**config.mk**
```make
export PLATFORM = sky130hd
export DESIGN_NAME = fec_classifier
export DESIGN_NICKNAME = d
export VERILOG_FILES = /design/src/fec_pkg.sv /design/src/fec_split.sv /design/src/fec_classifier.sv
export SDC_FILE = /design/constraint.sdc
export NUM_CORES = 1
export LEC_CHECK = 0
export ABC_AREA = 1
export BUFFER_PORTS_ARGS = -buffer_cell sky130_fd_sc_hd__buf_2
export CORE_AREA = 2 2 154 156
export DETAILED_ROUTE_END_ITERATION = 12
export DIE_AREA = 0 0 156 158
export PLACE_DENSITY_LB_ADDON = 0.3
export SLEW_MARGIN = 40
export SYNTH_ARGS = -nofsm -noshare
export SYNTH_HDL_FRONTEND = slang
export SYNTH_SLANG_ARGS = --single-unit
```
**constraint.sdc**
```tcl
create_clock -name sys_clk -period 10.8 [get_ports sys_clk]
set_clock_uncertainty 0.15 [all_clocks]
set_input_delay 3.24 -clock sys_clk [delete_from_list [all_inputs] [get_ports sys_clk]]
set_output_delay 3.24 -clock sys_clk [all_outputs]
set_load 0.05 [all_outputs]
```
**src/fec_pkg.sv**
```systemverilog
`default_nettype none
package fec_pkg;

  // operand carrier width, widest format
  localparam int FEC_OP_W       = 80;
  localparam int FEC_EXP_W      = 15;
  localparam int FEC_FRAC_W     = 63;
  localparam int FEC_UEXP_W     = 17;

  // format select codes
  localparam logic [1:0] FEC_FMT_SINGLE = 2'h0;
  localparam logic [1:0] FEC_FMT_DOUBLE = 2'h1;
  localparam logic [1:0] FEC_FMT_EXT    = 2'h2;

  // single layout
  localparam int FEC_SGL_SIGN   = 31;
  localparam int FEC_SGL_EXP_HI = 30;
  localparam int FEC_SGL_EXP_LO = 23;
  localparam int FEC_SGL_FRAC_W = 23;

  // double layout
  localparam int FEC_DBL_SIGN   = 63;
  localparam int FEC_DBL_EXP_HI = 62;
  localparam int FEC_DBL_EXP_LO = 52;
  localparam int FEC_DBL_FRAC_W = 52;

  // double extended layout, explicit integer bit
  localparam int FEC_EXT_SIGN   = 79;
  localparam int FEC_EXT_EXP_HI = 78;
  localparam int FEC_EXT_EXP_LO = 64;
  localparam int FEC_EXT_INT    = 63;
  localparam int FEC_EXT_FRAC_HI = 62;

  // exponent biases
  localparam logic [FEC_UEXP_W-1:0] FEC_SGL_BIAS = 17'h0007f;
  localparam logic [FEC_UEXP_W-1:0] FEC_DBL_BIAS = 17'h003ff;
  localparam logic [FEC_UEXP_W-1:0] FEC_EXT_BIAS = 17'h03fff;

  // memory footprints
  localparam logic [3:0] FEC_SGL_BYTES = 4'h4;
  localparam logic [3:0] FEC_DBL_BYTES = 4'h8;
  localparam logic [3:0] FEC_EXT_BYTES = 4'ha;
  localparam logic [9:0] FEC_SGL_BE    = 10'h00f;
  localparam logic [9:0] FEC_DBL_BE    = 10'h0ff;
  localparam logic [9:0] FEC_EXT_BE    = 10'h3ff;

  // fraction pattern of the indefinite value, left aligned
  localparam logic [FEC_FRAC_W-1:0] FEC_INDEF_FRAC = 63'h4000000000000000;

  // fields of one operand, fraction left aligned to bit 62
  typedef struct packed {
    logic                  sign;
    logic [FEC_EXP_W-1:0]  exp;
    logic                  exp_zero;
    logic                  exp_max;
    logic                  int_bit;
    logic [FEC_FRAC_W-1:0] frac;
    logic [FEC_UEXP_W-1:0] bias;
  } fec_fields_t;

  // class flags, at most one set, except indefinite, which is set together with qnan
  typedef struct packed {
    logic zero;
    logic denormal;
    logic normal;
    logic infinity;
    logic snan;
    logic qnan;
    logic indefinite;
    logic invalid;
  } fec_class_t;

endpackage
`default_nettype wire

```
**src/fec_split.sv**
```systemverilog
`timescale 1ns/1ps
`default_nettype none
module fec_split (
  input  wire logic [1:0]                   fmt,
  input  wire logic [fec_pkg::FEC_OP_W-1:0] operand,
  output fec_pkg::fec_fields_t              fields,
  output logic                              fmt_bad
);

  localparam int SGL_PAD = fec_pkg::FEC_FRAC_W - fec_pkg::FEC_SGL_FRAC_W;
  localparam int DBL_PAD = fec_pkg::FEC_FRAC_W - fec_pkg::FEC_DBL_FRAC_W;

  // pull sign, exponent, integer bit and fraction per format
  always_comb begin
    fields  = '0;
    fmt_bad = 1'b0;
    case (fmt)
      fec_pkg::FEC_FMT_SINGLE: begin
        fields.sign     = operand[fec_pkg::FEC_SGL_SIGN];
        fields.exp      = 15'(operand[fec_pkg::FEC_SGL_EXP_HI:fec_pkg::FEC_SGL_EXP_LO]);
        fields.exp_zero = ~|operand[fec_pkg::FEC_SGL_EXP_HI:fec_pkg::FEC_SGL_EXP_LO];
        fields.exp_max  = &operand[fec_pkg::FEC_SGL_EXP_HI:fec_pkg::FEC_SGL_EXP_LO];
        fields.int_bit  = ~fields.exp_zero;
        fields.frac     = {operand[fec_pkg::FEC_SGL_FRAC_W-1:0], {SGL_PAD{1'b0}}};
        fields.bias     = fec_pkg::FEC_SGL_BIAS;
      end
      fec_pkg::FEC_FMT_DOUBLE: begin
        fields.sign     = operand[fec_pkg::FEC_DBL_SIGN];
        fields.exp      = 15'(operand[fec_pkg::FEC_DBL_EXP_HI:fec_pkg::FEC_DBL_EXP_LO]);
        fields.exp_zero = ~|operand[fec_pkg::FEC_DBL_EXP_HI:fec_pkg::FEC_DBL_EXP_LO];
        fields.exp_max  = &operand[fec_pkg::FEC_DBL_EXP_HI:fec_pkg::FEC_DBL_EXP_LO];
        fields.int_bit  = ~fields.exp_zero;
        fields.frac     = {operand[fec_pkg::FEC_DBL_FRAC_W-1:0], {DBL_PAD{1'b0}}};
        fields.bias     = fec_pkg::FEC_DBL_BIAS;
      end
      fec_pkg::FEC_FMT_EXT: begin
        fields.sign     = operand[fec_pkg::FEC_EXT_SIGN];
        fields.exp      = operand[fec_pkg::FEC_EXT_EXP_HI:fec_pkg::FEC_EXT_EXP_LO];
        fields.exp_zero = ~|operand[fec_pkg::FEC_EXT_EXP_HI:fec_pkg::FEC_EXT_EXP_LO];
        fields.exp_max  = &operand[fec_pkg::FEC_EXT_EXP_HI:fec_pkg::FEC_EXT_EXP_LO];
        fields.int_bit  = operand[fec_pkg::FEC_EXT_INT];
        fields.frac     = operand[fec_pkg::FEC_EXT_FRAC_HI:0];
        fields.bias     = fec_pkg::FEC_EXT_BIAS;
      end
      default: begin
        fmt_bad = 1'b1; // unused select code
      end
    endcase
  end

endmodule // fec_split
`default_nettype wire

```
**src/fec_classifier.sv**
```systemverilog
`timescale 1ns/1ps
`default_nettype none
module fec_classifier (
  input  wire logic                             sys_clk,
  input  wire logic                             arst_n,
  input  wire logic                             in_valid,
  input  wire logic [1:0]                       in_fmt,
  input  wire logic [fec_pkg::FEC_OP_W-1:0]     in_operand,
  output logic                                  out_valid,
  output fec_pkg::fec_class_t                   out_class,
  output logic                                  out_fmt_bad,
  output logic                                  out_sign,
  output logic [fec_pkg::FEC_EXP_W-1:0]         out_exp_biased,
  output logic signed [fec_pkg::FEC_UEXP_W-1:0] out_exp_unbiased,
  output logic [fec_pkg::FEC_FRAC_W:0]          out_significand,
  output logic [3:0]                            out_mem_bytes,
  output logic [9:0]                            out_mem_byte_en,
  output logic [fec_pkg::FEC_OP_W-1:0]          out_mem_data
);

  // reset release synchroniser
  logic [1:0] rst_sync;
  logic [1:0] next_rst_sync;
  logic       rst_n;

  // shift a one in behind the released reset
  always_comb begin
    next_rst_sync = {rst_sync[0], 1'b1};
  end

  // reset release flops, cleared at once by the pin
  always_ff @(posedge sys_clk or negedge arst_n) begin
    if (!arst_n) begin
      rst_sync <= 2'h0;
    end else begin
      rst_sync <= next_rst_sync;
    end
  end

  assign rst_n = rst_sync[1];

  // unbias a zero-extended exponent
  function automatic logic signed [fec_pkg::FEC_UEXP_W-1:0] unbias(
    input logic [fec_pkg::FEC_EXP_W-1:0]  exp,
    input logic [fec_pkg::FEC_UEXP_W-1:0] bias
  );
    logic [fec_pkg::FEC_UEXP_W-1:0] wide;
    wide   = {2'h0, exp};
    unbias = $signed(wide - bias);
  endfunction

  // byte count and byte enables of one format in memory
  function automatic logic [13:0] footprint(
    input logic [1:0] fmt
  );
    case (fmt)
      fec_pkg::FEC_FMT_SINGLE: begin
        footprint = {fec_pkg::FEC_SGL_BYTES, fec_pkg::FEC_SGL_BE};
      end
      fec_pkg::FEC_FMT_DOUBLE: begin
        footprint = {fec_pkg::FEC_DBL_BYTES, fec_pkg::FEC_DBL_BE};
      end
      fec_pkg::FEC_FMT_EXT: begin
        footprint = {fec_pkg::FEC_EXT_BYTES, fec_pkg::FEC_EXT_BE};
      end
      default: begin
        footprint = 14'h0000; // unused select code moves nothing
      end
    endcase
  endfunction

  // widen byte enables into a bit mask, byte i at bits 8i+7 to 8i
  function automatic logic [fec_pkg::FEC_OP_W-1:0] lane_bits(
    input logic [9:0] byte_en
  );
    lane_bits = '0;
    for (int i = 0; i < 10; i++) begin
      lane_bits[i*8 +: 8] = {8{byte_en[i]}};
    end
  endfunction

  // field extraction
  fec_pkg::fec_fields_t fields;
  logic                 fmt_bad;

  fec_split u_split (
    .fmt     (in_fmt),
    .operand (in_operand),
    .fields  (fields),
    .fmt_bad (fmt_bad)
  );

  // classification terms
  logic                frac_nz;
  logic                is_ext;
  logic                ext_bad;
  fec_pkg::fec_class_t cls;

  // decide the one class of the operand
  always_comb begin
    frac_nz = |fields.frac;
    is_ext  = (in_fmt == fec_pkg::FEC_FMT_EXT);
    // explicit integer bit out of step with the exponent
    ext_bad = is_ext &&
              ((fields.exp_zero && fields.int_bit) ||
               (!fields.exp_zero && !fields.int_bit));
    cls = '0;
    if (fmt_bad || ext_bad) begin
      cls.invalid = 1'b1;
    end else if (fields.exp_max) begin
      if (!frac_nz) begin
        cls.infinity = 1'b1;
      end else if (fields.frac[fec_pkg::FEC_FRAC_W-1]) begin
        cls.qnan       = 1'b1;
        cls.indefinite = fields.sign &&
                         (fields.frac == fec_pkg::FEC_INDEF_FRAC);
      end else begin
        cls.snan = 1'b1;
      end
    end else if (fields.exp_zero) begin
      if (frac_nz) begin
        cls.denormal = 1'b1;
      end else begin
        cls.zero = 1'b1;
      end
    end else begin
      cls.normal = 1'b1;
    end
  end

  // next values of the result registers
  logic                                  next_valid;
  fec_pkg::fec_class_t                   next_class;
  logic                                  next_fmt_bad;
  logic                                  next_sign;
  logic [fec_pkg::FEC_EXP_W-1:0]         next_exp_biased;
  logic signed [fec_pkg::FEC_UEXP_W-1:0] next_exp_unbiased;
  logic [fec_pkg::FEC_FRAC_W:0]          next_significand;
  logic [3:0]                            next_mem_bytes;
  logic [9:0]                            next_mem_byte_en;
  logic [fec_pkg::FEC_OP_W-1:0]          next_mem_data;

  // byte lane mask of the memory image
  logic [fec_pkg::FEC_OP_W-1:0]          lane_mask;

  // result strobe: one cycle for each taken operand
  always_comb begin
    next_valid = in_valid;
  end

  // result strobe register
  always_ff @(posedge sys_clk or negedge rst_n) begin
    if (!rst_n) begin
      out_valid <= 1'b0;
    end else begin
      out_valid <= next_valid;
    end
  end

  // load a new result on each valid operand, hold otherwise
  always_comb begin
    // hold the last result by default
    next_class        = out_class;
    next_fmt_bad      = out_fmt_bad;
    next_sign         = out_sign;
    next_exp_biased   = out_exp_biased;
    next_exp_unbiased = out_exp_unbiased;
    next_significand  = out_significand;
    next_mem_bytes    = out_mem_bytes;
    next_mem_byte_en  = out_mem_byte_en;
    next_mem_data     = out_mem_data;
    lane_mask         = '0;
    if (in_valid) begin
      // take every field of the new operand
      next_class        = cls;
      next_fmt_bad      = fmt_bad;
      next_sign         = fields.sign;
      next_exp_biased   = fields.exp;
      next_exp_unbiased = unbias(fields.exp, fields.bias);
      next_significand  = {fields.int_bit, fields.frac};
      // byte footprint, lowest byte at lowest address
      {next_mem_bytes, next_mem_byte_en} = footprint(in_fmt);
      // widen byte enables into a bit mask
      lane_mask     = lane_bits(next_mem_byte_en);
      next_mem_data = in_operand & lane_mask;
    end
  end

  // result registers
  always_ff @(posedge sys_clk or negedge rst_n) begin
    if (!rst_n) begin
      out_class        <= '0;
      out_fmt_bad      <= 1'b0;
      out_sign         <= 1'b0;
      out_exp_biased   <= '0;
      out_exp_unbiased <= '0;
      out_significand  <= '0;
      out_mem_bytes    <= 4'h0;
      out_mem_byte_en  <= 10'h000;
      out_mem_data     <= '0;
    end else begin
      out_class        <= next_class;
      out_fmt_bad      <= next_fmt_bad;
      out_sign         <= next_sign;
      out_exp_biased   <= next_exp_biased;
      out_exp_unbiased <= next_exp_unbiased;
      out_significand  <= next_significand;
      out_mem_bytes    <= next_mem_bytes;
      out_mem_byte_en  <= next_mem_byte_en;
      out_mem_data     <= next_mem_data;
    end
  end

endmodule // fec_classifier
`default_nettype wire

```
==> run summary, run 1 <==
Post-Syn Instances: 1,258
Area growth, synth to finish: 20.5%
1st-iter DRT viols: 987
Die Span Y: 158 um
Final core occ: 0.508
HP Class: reg -> async
Dpl hpwl: 25,800 um
Skew-Pair Late Insertion Delay: 0.44 ns
Largest net degree at the start of global routing: 88
Initial antenna violation count: 4
Ys async rst share: 1.00
Final setup fails: 0
Synthesized flop and latch total: 193
CP Data Arrival Time: 6.51 ns
Highest Clock Rate: 158 MHz
Crit start category: input port
Post-Place Cells: 1,763
Worst-margin pin slew: 0.824 ns
Area occupied by multi-input gates: 0.00415 mm^2
Starting Density: 0.421
Cell Area, Synth: 0.00971 mm^2
First drt pass iteration count: 6
Crit Path Max Fanout: 78
Crit share post-route: 0.585
Clk buf depth: 2
Synth area leader: dfrtp_1
Post-synth top cells: nand2_1 (520), dfrtp_1 (193), o21ai_0 (105), nand3_1 (87), inv_1 (75)
Num CTS Buffers: 17
Total wire length: 35,800 um
Post-synth cell types: 34
GR Util All Layers: 0.288
CP endpoint kind: register
Row cnt: 56
VDD IR max: 0.0000852 V
Clock Pin Slew Worst Setup and Hold Paths: 0.07 ns
H-Tree Level Count: 4
CTS tree: built
Post-synth EDFFs: 0
I/O pin count: 286
Unrepaired setup endpoints after global routing: false
Most frequent cell after synthesis: nand2_1
Setup Buffers After CTS: 0
Fin cells: 1,796
Port buffer count: 284
Crit Path Class: in -> reg
Synth top area share: 0.497
Residual DRC: 0
Core area: 0.0231 mm^2
Routability cong.: 0.896
Slew Viols, Final: 0
Syn_area_per_cell: 7.72 um^2
TritonCTS Sinks: 193
Pwr per Cell Area: 174 mW/mm^2
DIE AREA: 0.0246 mm^2
Final Hold Viols: 0
Worst Path Required: 10.99 ns
Post-CTS sizing: 0
Status: finished clean
Tot Pwr: 2.03 mW
Synth top area cells: dfrtp_1 (50%), nand2_1 (20%), o21ai_0 (5.4%)
Share of layout cells above drive strength 1: 0.235
Final nets: 1,589
Vias in the first global route: 8,863
Hold_buf cts: 0
Fillcell total: 2,294
First-pass GRT wire length: 53,200 um
P_leak: 6.53 nW
Die X: 156 um
Post-synth net total: 1,355
Total grt overflow: 0
DR vias/cell: 5.32
Max-cap violations: 0
Post-synth top flop: dfrtp_1
Syn. warnings: 0
Post-route ant nets: 0
Tmin final: 6.32 ns
FF+latch area: 0.00483 mm^2
Per-cell routed wire length: 19.9 um
Via count: 9,559
Sequential element share of the synthesized area: 0.497
Root buf cell: clkbuf_16
Slew headroom: 0.451
Final setup TNS: 0 ns
==> cell families after synthesis <==
kind of cell | synth area share
compound gates | 0.103
xor+xnor | 0.00361
fa+ha+maj | 0.0155
buf+inv | 0.0761
flops | 0.497
other cells | 0.000773
simple gates | 0.303
==> path summary, 6_finish.rpt <==
| kind | from | to | slack, ns | depth (start not counted) |
|---|---|---|---|---|
| hold reg to reg | rst_sync[1] | out_valid | 0.18 | 0 |
| setup reg to reg | rst_sync[1] | out_mem_data[62] | 8.50 | 2 |
| hold / removal | rst_sync[1] | out_valid | 0.18 | 0 |
| setup / recovery | in_fmt[0] | out_exp_unbiased[16] | 4.48 | 14 |
| min in group sys_clk | rst_sync[0] | rst_sync[1] | 0.21 | 0 |
| max in group asynchronous | arst_n | rst_sync[1] | 7.98 | 1 |
==> cell type report <==
| class | count | area share |
|---|---|---|
| repair buffers | 293 | 0.128 |
| multi-input cells | 909 | 0.355 |
| flip-flops and latches | 193 | 0.413 |
| clock buffers | 18 | 0.0367 |
| diodes | 2 | 0.000428 |
| inverters | 78 | 0.0254 |
| clock inverters | 13 | 0.0111 |
| well taps | 290 | 0.0310 |
==> report_power, final <==
group | switching (mW) | total, mW | internal (mW) | leakage (nW)
registers | 0.0412 | 0.828 | 0.787 | 2.50
logic | 0.460 | 0.582 | 0.122 | 3.77
clock network | 0.300 | 0.622 | 0.322 | 0.259
==> critical path: stages <==
cell and delay [ns]:
buf_2 0.13, inv_1 0.14, ha_2 0.19, buf_4 0.61
inv_1 0.47, o22ai_1 0.22, inv_1 0.07, nor2_1 0.11
ha_1 0.29, a21oi_1 0.30, o21ai_0 0.15, a21oi_1 0.21
nand2_1 0.10, o31ai_1 0.20
==> sequential cells by signal, summed over array words and instances, names as in the netlist <==
register and flops:
out_class 8, out_mem_bytes 1, out_mem_byte_en 3, out_sign 1
out_fmt_bad 1, out_exp_unbiased 17, rst_sync 2, out_valid 1
out_mem_data 80, out_exp_biased 15, out_significand 64
==> placed cells by master, fill, tap and decap left out, types with 4 or more instances in the layout <==
master | netlist | layout
o21ai_1 | 5 | 5
nor3_1 | 10 | 10
nand2_2 | 4 | 4
nand3_2 | 4 | 4
buf_4 | 11 | 7
clkinvlp_4 | 0 | 5
a22o_1 | 30 | 30
nor2_2 | 10 | 10
inv_1 | 75 | 74
nand4_1 | 12 | 12
dfrtp_1 | 193 | 192
ha_1 | 12 | 9
nand2_1 | 520 | 520
clkbuf_16 | 0 | 17
buf_2 | 24 | 284
o21ai_0 | 105 | 105
nor2_1 | 69 | 69
nand3_1 | 87 | 87
o31ai_1 | 7 | 7
xor2_1 | 4 | 4
a21oi_1 | 13 | 13
==> stage by stage <==
stage | setup slack [ns] | hold slack, ns | instance area, um^2
after CTS | 4.58 | 0.205 | 11700
final | 4.48 | 0.176 | 11700
after floorplan | 4.87 | 0.181 | 9710
after detailed placement | 4.10 | 0.194 | 11100
after global routing | 4.22 | 0.218 | 11700
after global placement | 4.18 | 0.185 | 11100
==> routing by layer <==
metal | routed length, um | vias up | GRT usage | share of wire
li1 | - | 4487 | - | -
met1 | 15500 | 4497 | 0.402 | 0.43
met2 | 15500 | 499 | 0.430 | 0.43
met3 | 3570 | 72 | 0.0835 | 0.10
met4 | 1080 | 4 | 0.0979 | 0.030
met5 | 21 | - | 0 | 0.00059
Power figures use the tool's default switching activity.
==> inputs of run 2 (changes only) <==
==> constraint.sdc (replaced) <==
create_clock -name sys_clk -period 6 [get_ports sys_clk]
set_clock_uncertainty 0.15 [all_clocks]
set_input_delay 1.8 -clock sys_clk [delete_from_list [all_inputs] [get_ports sys_clk]]
set_output_delay 1.8 -clock sys_clk [all_outputs]
set_load 0.05 [all_outputs]
==> run summary, run 2 (same netlist as run 1, synthesis figures left out) <==
Max-cap violations: 0
Critical path, cell by cell: buf_2 > inv_1 > ha_2 > inv_1 > o22ai_1 > inv_1 > nor2_1 > ha_1 > a21oi_1 > o21ai_0 > a31oi_1 > nand3_1 > nand3_1 > nand2_1
Hold_buf cts: 0
Starting Density: 0.421
Num CTS Buffers: 17
Final setup TNS: 0 ns
Fillcell total: 2,323
Crit start category: input port
P_leak: 6.59 nW
Slowest cell on crit path: ha_2
Status: finished clean
1st-iter DRT viols: 960
Worst Path Required: 6.18 ns
Biggest register: out_mem_data
Worst-margin pin slew: 0.789 ns
Area occupied by multi-input gates: 0.00415 mm^2
Port buffer count: 284
CP Data Arrival Time: 4.69 ns
DR vias/cell: 5.35
Setup Buffers After CTS: 0
DIE AREA: 0.0246 mm^2
Die X: 156 um
Dpl hpwl: 26,200 um
Most common cell after layout, fill and taps aside: nand2_1
Per-cell routed wire length: 19.9 um
Highest metal used: met5
FF+latch area: 0.00483 mm^2
Final Hold Viols: 0
Vias in the first global route: 8,636
Share of layout cells above drive strength 1: 0.236
Post-CTS sizing: 0
HP Class: reg -> async
Final nets: 1,591
Met3 routed WL: 3460 um
First-pass GRT wire length: 52,700 um
Crit Path Class: in -> reg
Routability cong.: 0.924
Slew headroom: 0.473
Core area: 0.0231 mm^2
Top Family by Delay on Critical Path: compound AO/OA/AOI/OAI gates
TritonCTS Sinks: 193
Residual DRC: 0
Post-route ant nets: 0
Total grt overflow: 0
Highest Clock Rate: 222 MHz
Crit-path most repeated cell: inv_1
Root buf cell: clkbuf_16
Final setup fails: 0
Die Span Y: 158 um
VDD IR max: 0.000180 V
Tmin final: 4.50 ns
First drt pass iteration count: 5
Clock Pin Slew Worst Setup and Hold Paths: 0.08 ns
Crit Path Max Fanout: 27
Met2 WL: 15,500 um
Final WS setup: 1.50 ns
Total wire length: 35,700 um
Worst path max stage delay: 0.55 ns
Via count: 9,622
Skew-Pair Late Insertion Delay: 0.44 ns
Most frequent cells in the layout: nand2_1 (520), buf_2 (284), dfrtp_1 (192)
Max reg flops: 80
Worst Path Buf+Inv: 4
Clk buf depth: 2
Row cnt: 56
Met1 wire length: 15,600 um
CTS tree: built
Crit share post-route: 0.750
Pre-CTS WS: 1.09 ns
Pwr per Cell Area: 317 mW/mm^2
Largest net degree at the start of global routing: 157
Area growth, synth to finish: 21.5%
Initial antenna violation count: 5
Slew Viols, Final: 0
Unrepaired setup endpoints after global routing: false
CP endpoint kind: register
GR Util All Layers: 0.287
Largest regs: out_mem_data (80), out_significand (64), out_exp_unbiased (17)
I/O pin count: 286
H-Tree Level Count: 4
[run 2: metrics by stage]
step,total power [mW],instance area [um^2],cells,hold slack [ns],util
final,3.75,11800,1799,0.160,0.512
after global routing,3.89,11800,1798,0.211,0.512
after CTS,3.75,11800,1796,0.185,0.511
after detailed placement,2.56,11200,1764,0.178,0.484
after global placement,2.55,11200,1764,0.167,0.484
after floorplan,2.25,9710,1258,0.181,-
[run 2: worst paths after layout]
path                              from                    to  slack, ns  cells after the start
setup reg to reg           rst_sync[1]       out_mem_data[7]       4.33                      2
hold reg to reg            rst_sync[1]             out_valid       0.16                      0
hold / removal             rst_sync[1]             out_valid       0.16                      0
max in group asynchronous  rst_sync[1]       out_mem_data[7]       4.33                      2
min in group sys_clk       rst_sync[0]           rst_sync[1]       0.21                      0
setup / recovery             in_fmt[0]  out_exp_unbiased[13]       1.50                     14
[run 2: where the power goes]
part	internal (mW)	switching, mW
clock	0.603	0.604
sequential	1.42	0.0780
combinational	0.223	0.823
[run 2: area by class of cell]
type / instances / share of cell area
repair buffers: 295 / 0.131
multi-input cells: 909 / 0.351
inverters: 78 / 0.0252
clock inverters: 15 / 0.0160
flip-flops and latches: 193 / 0.410
clock buffers: 17 / 0.0360
diodes: 2 / 0.000424
well taps: 290 / 0.0307
[run 2: routing by layer]
metal / GRT usage / vias up
met2: 0.423 / 509
met4: 0.0992 / 6
met1: 0.414 / 4541
li1: - / 4488
met3: 0.0660 / 78
met5: 0 / -
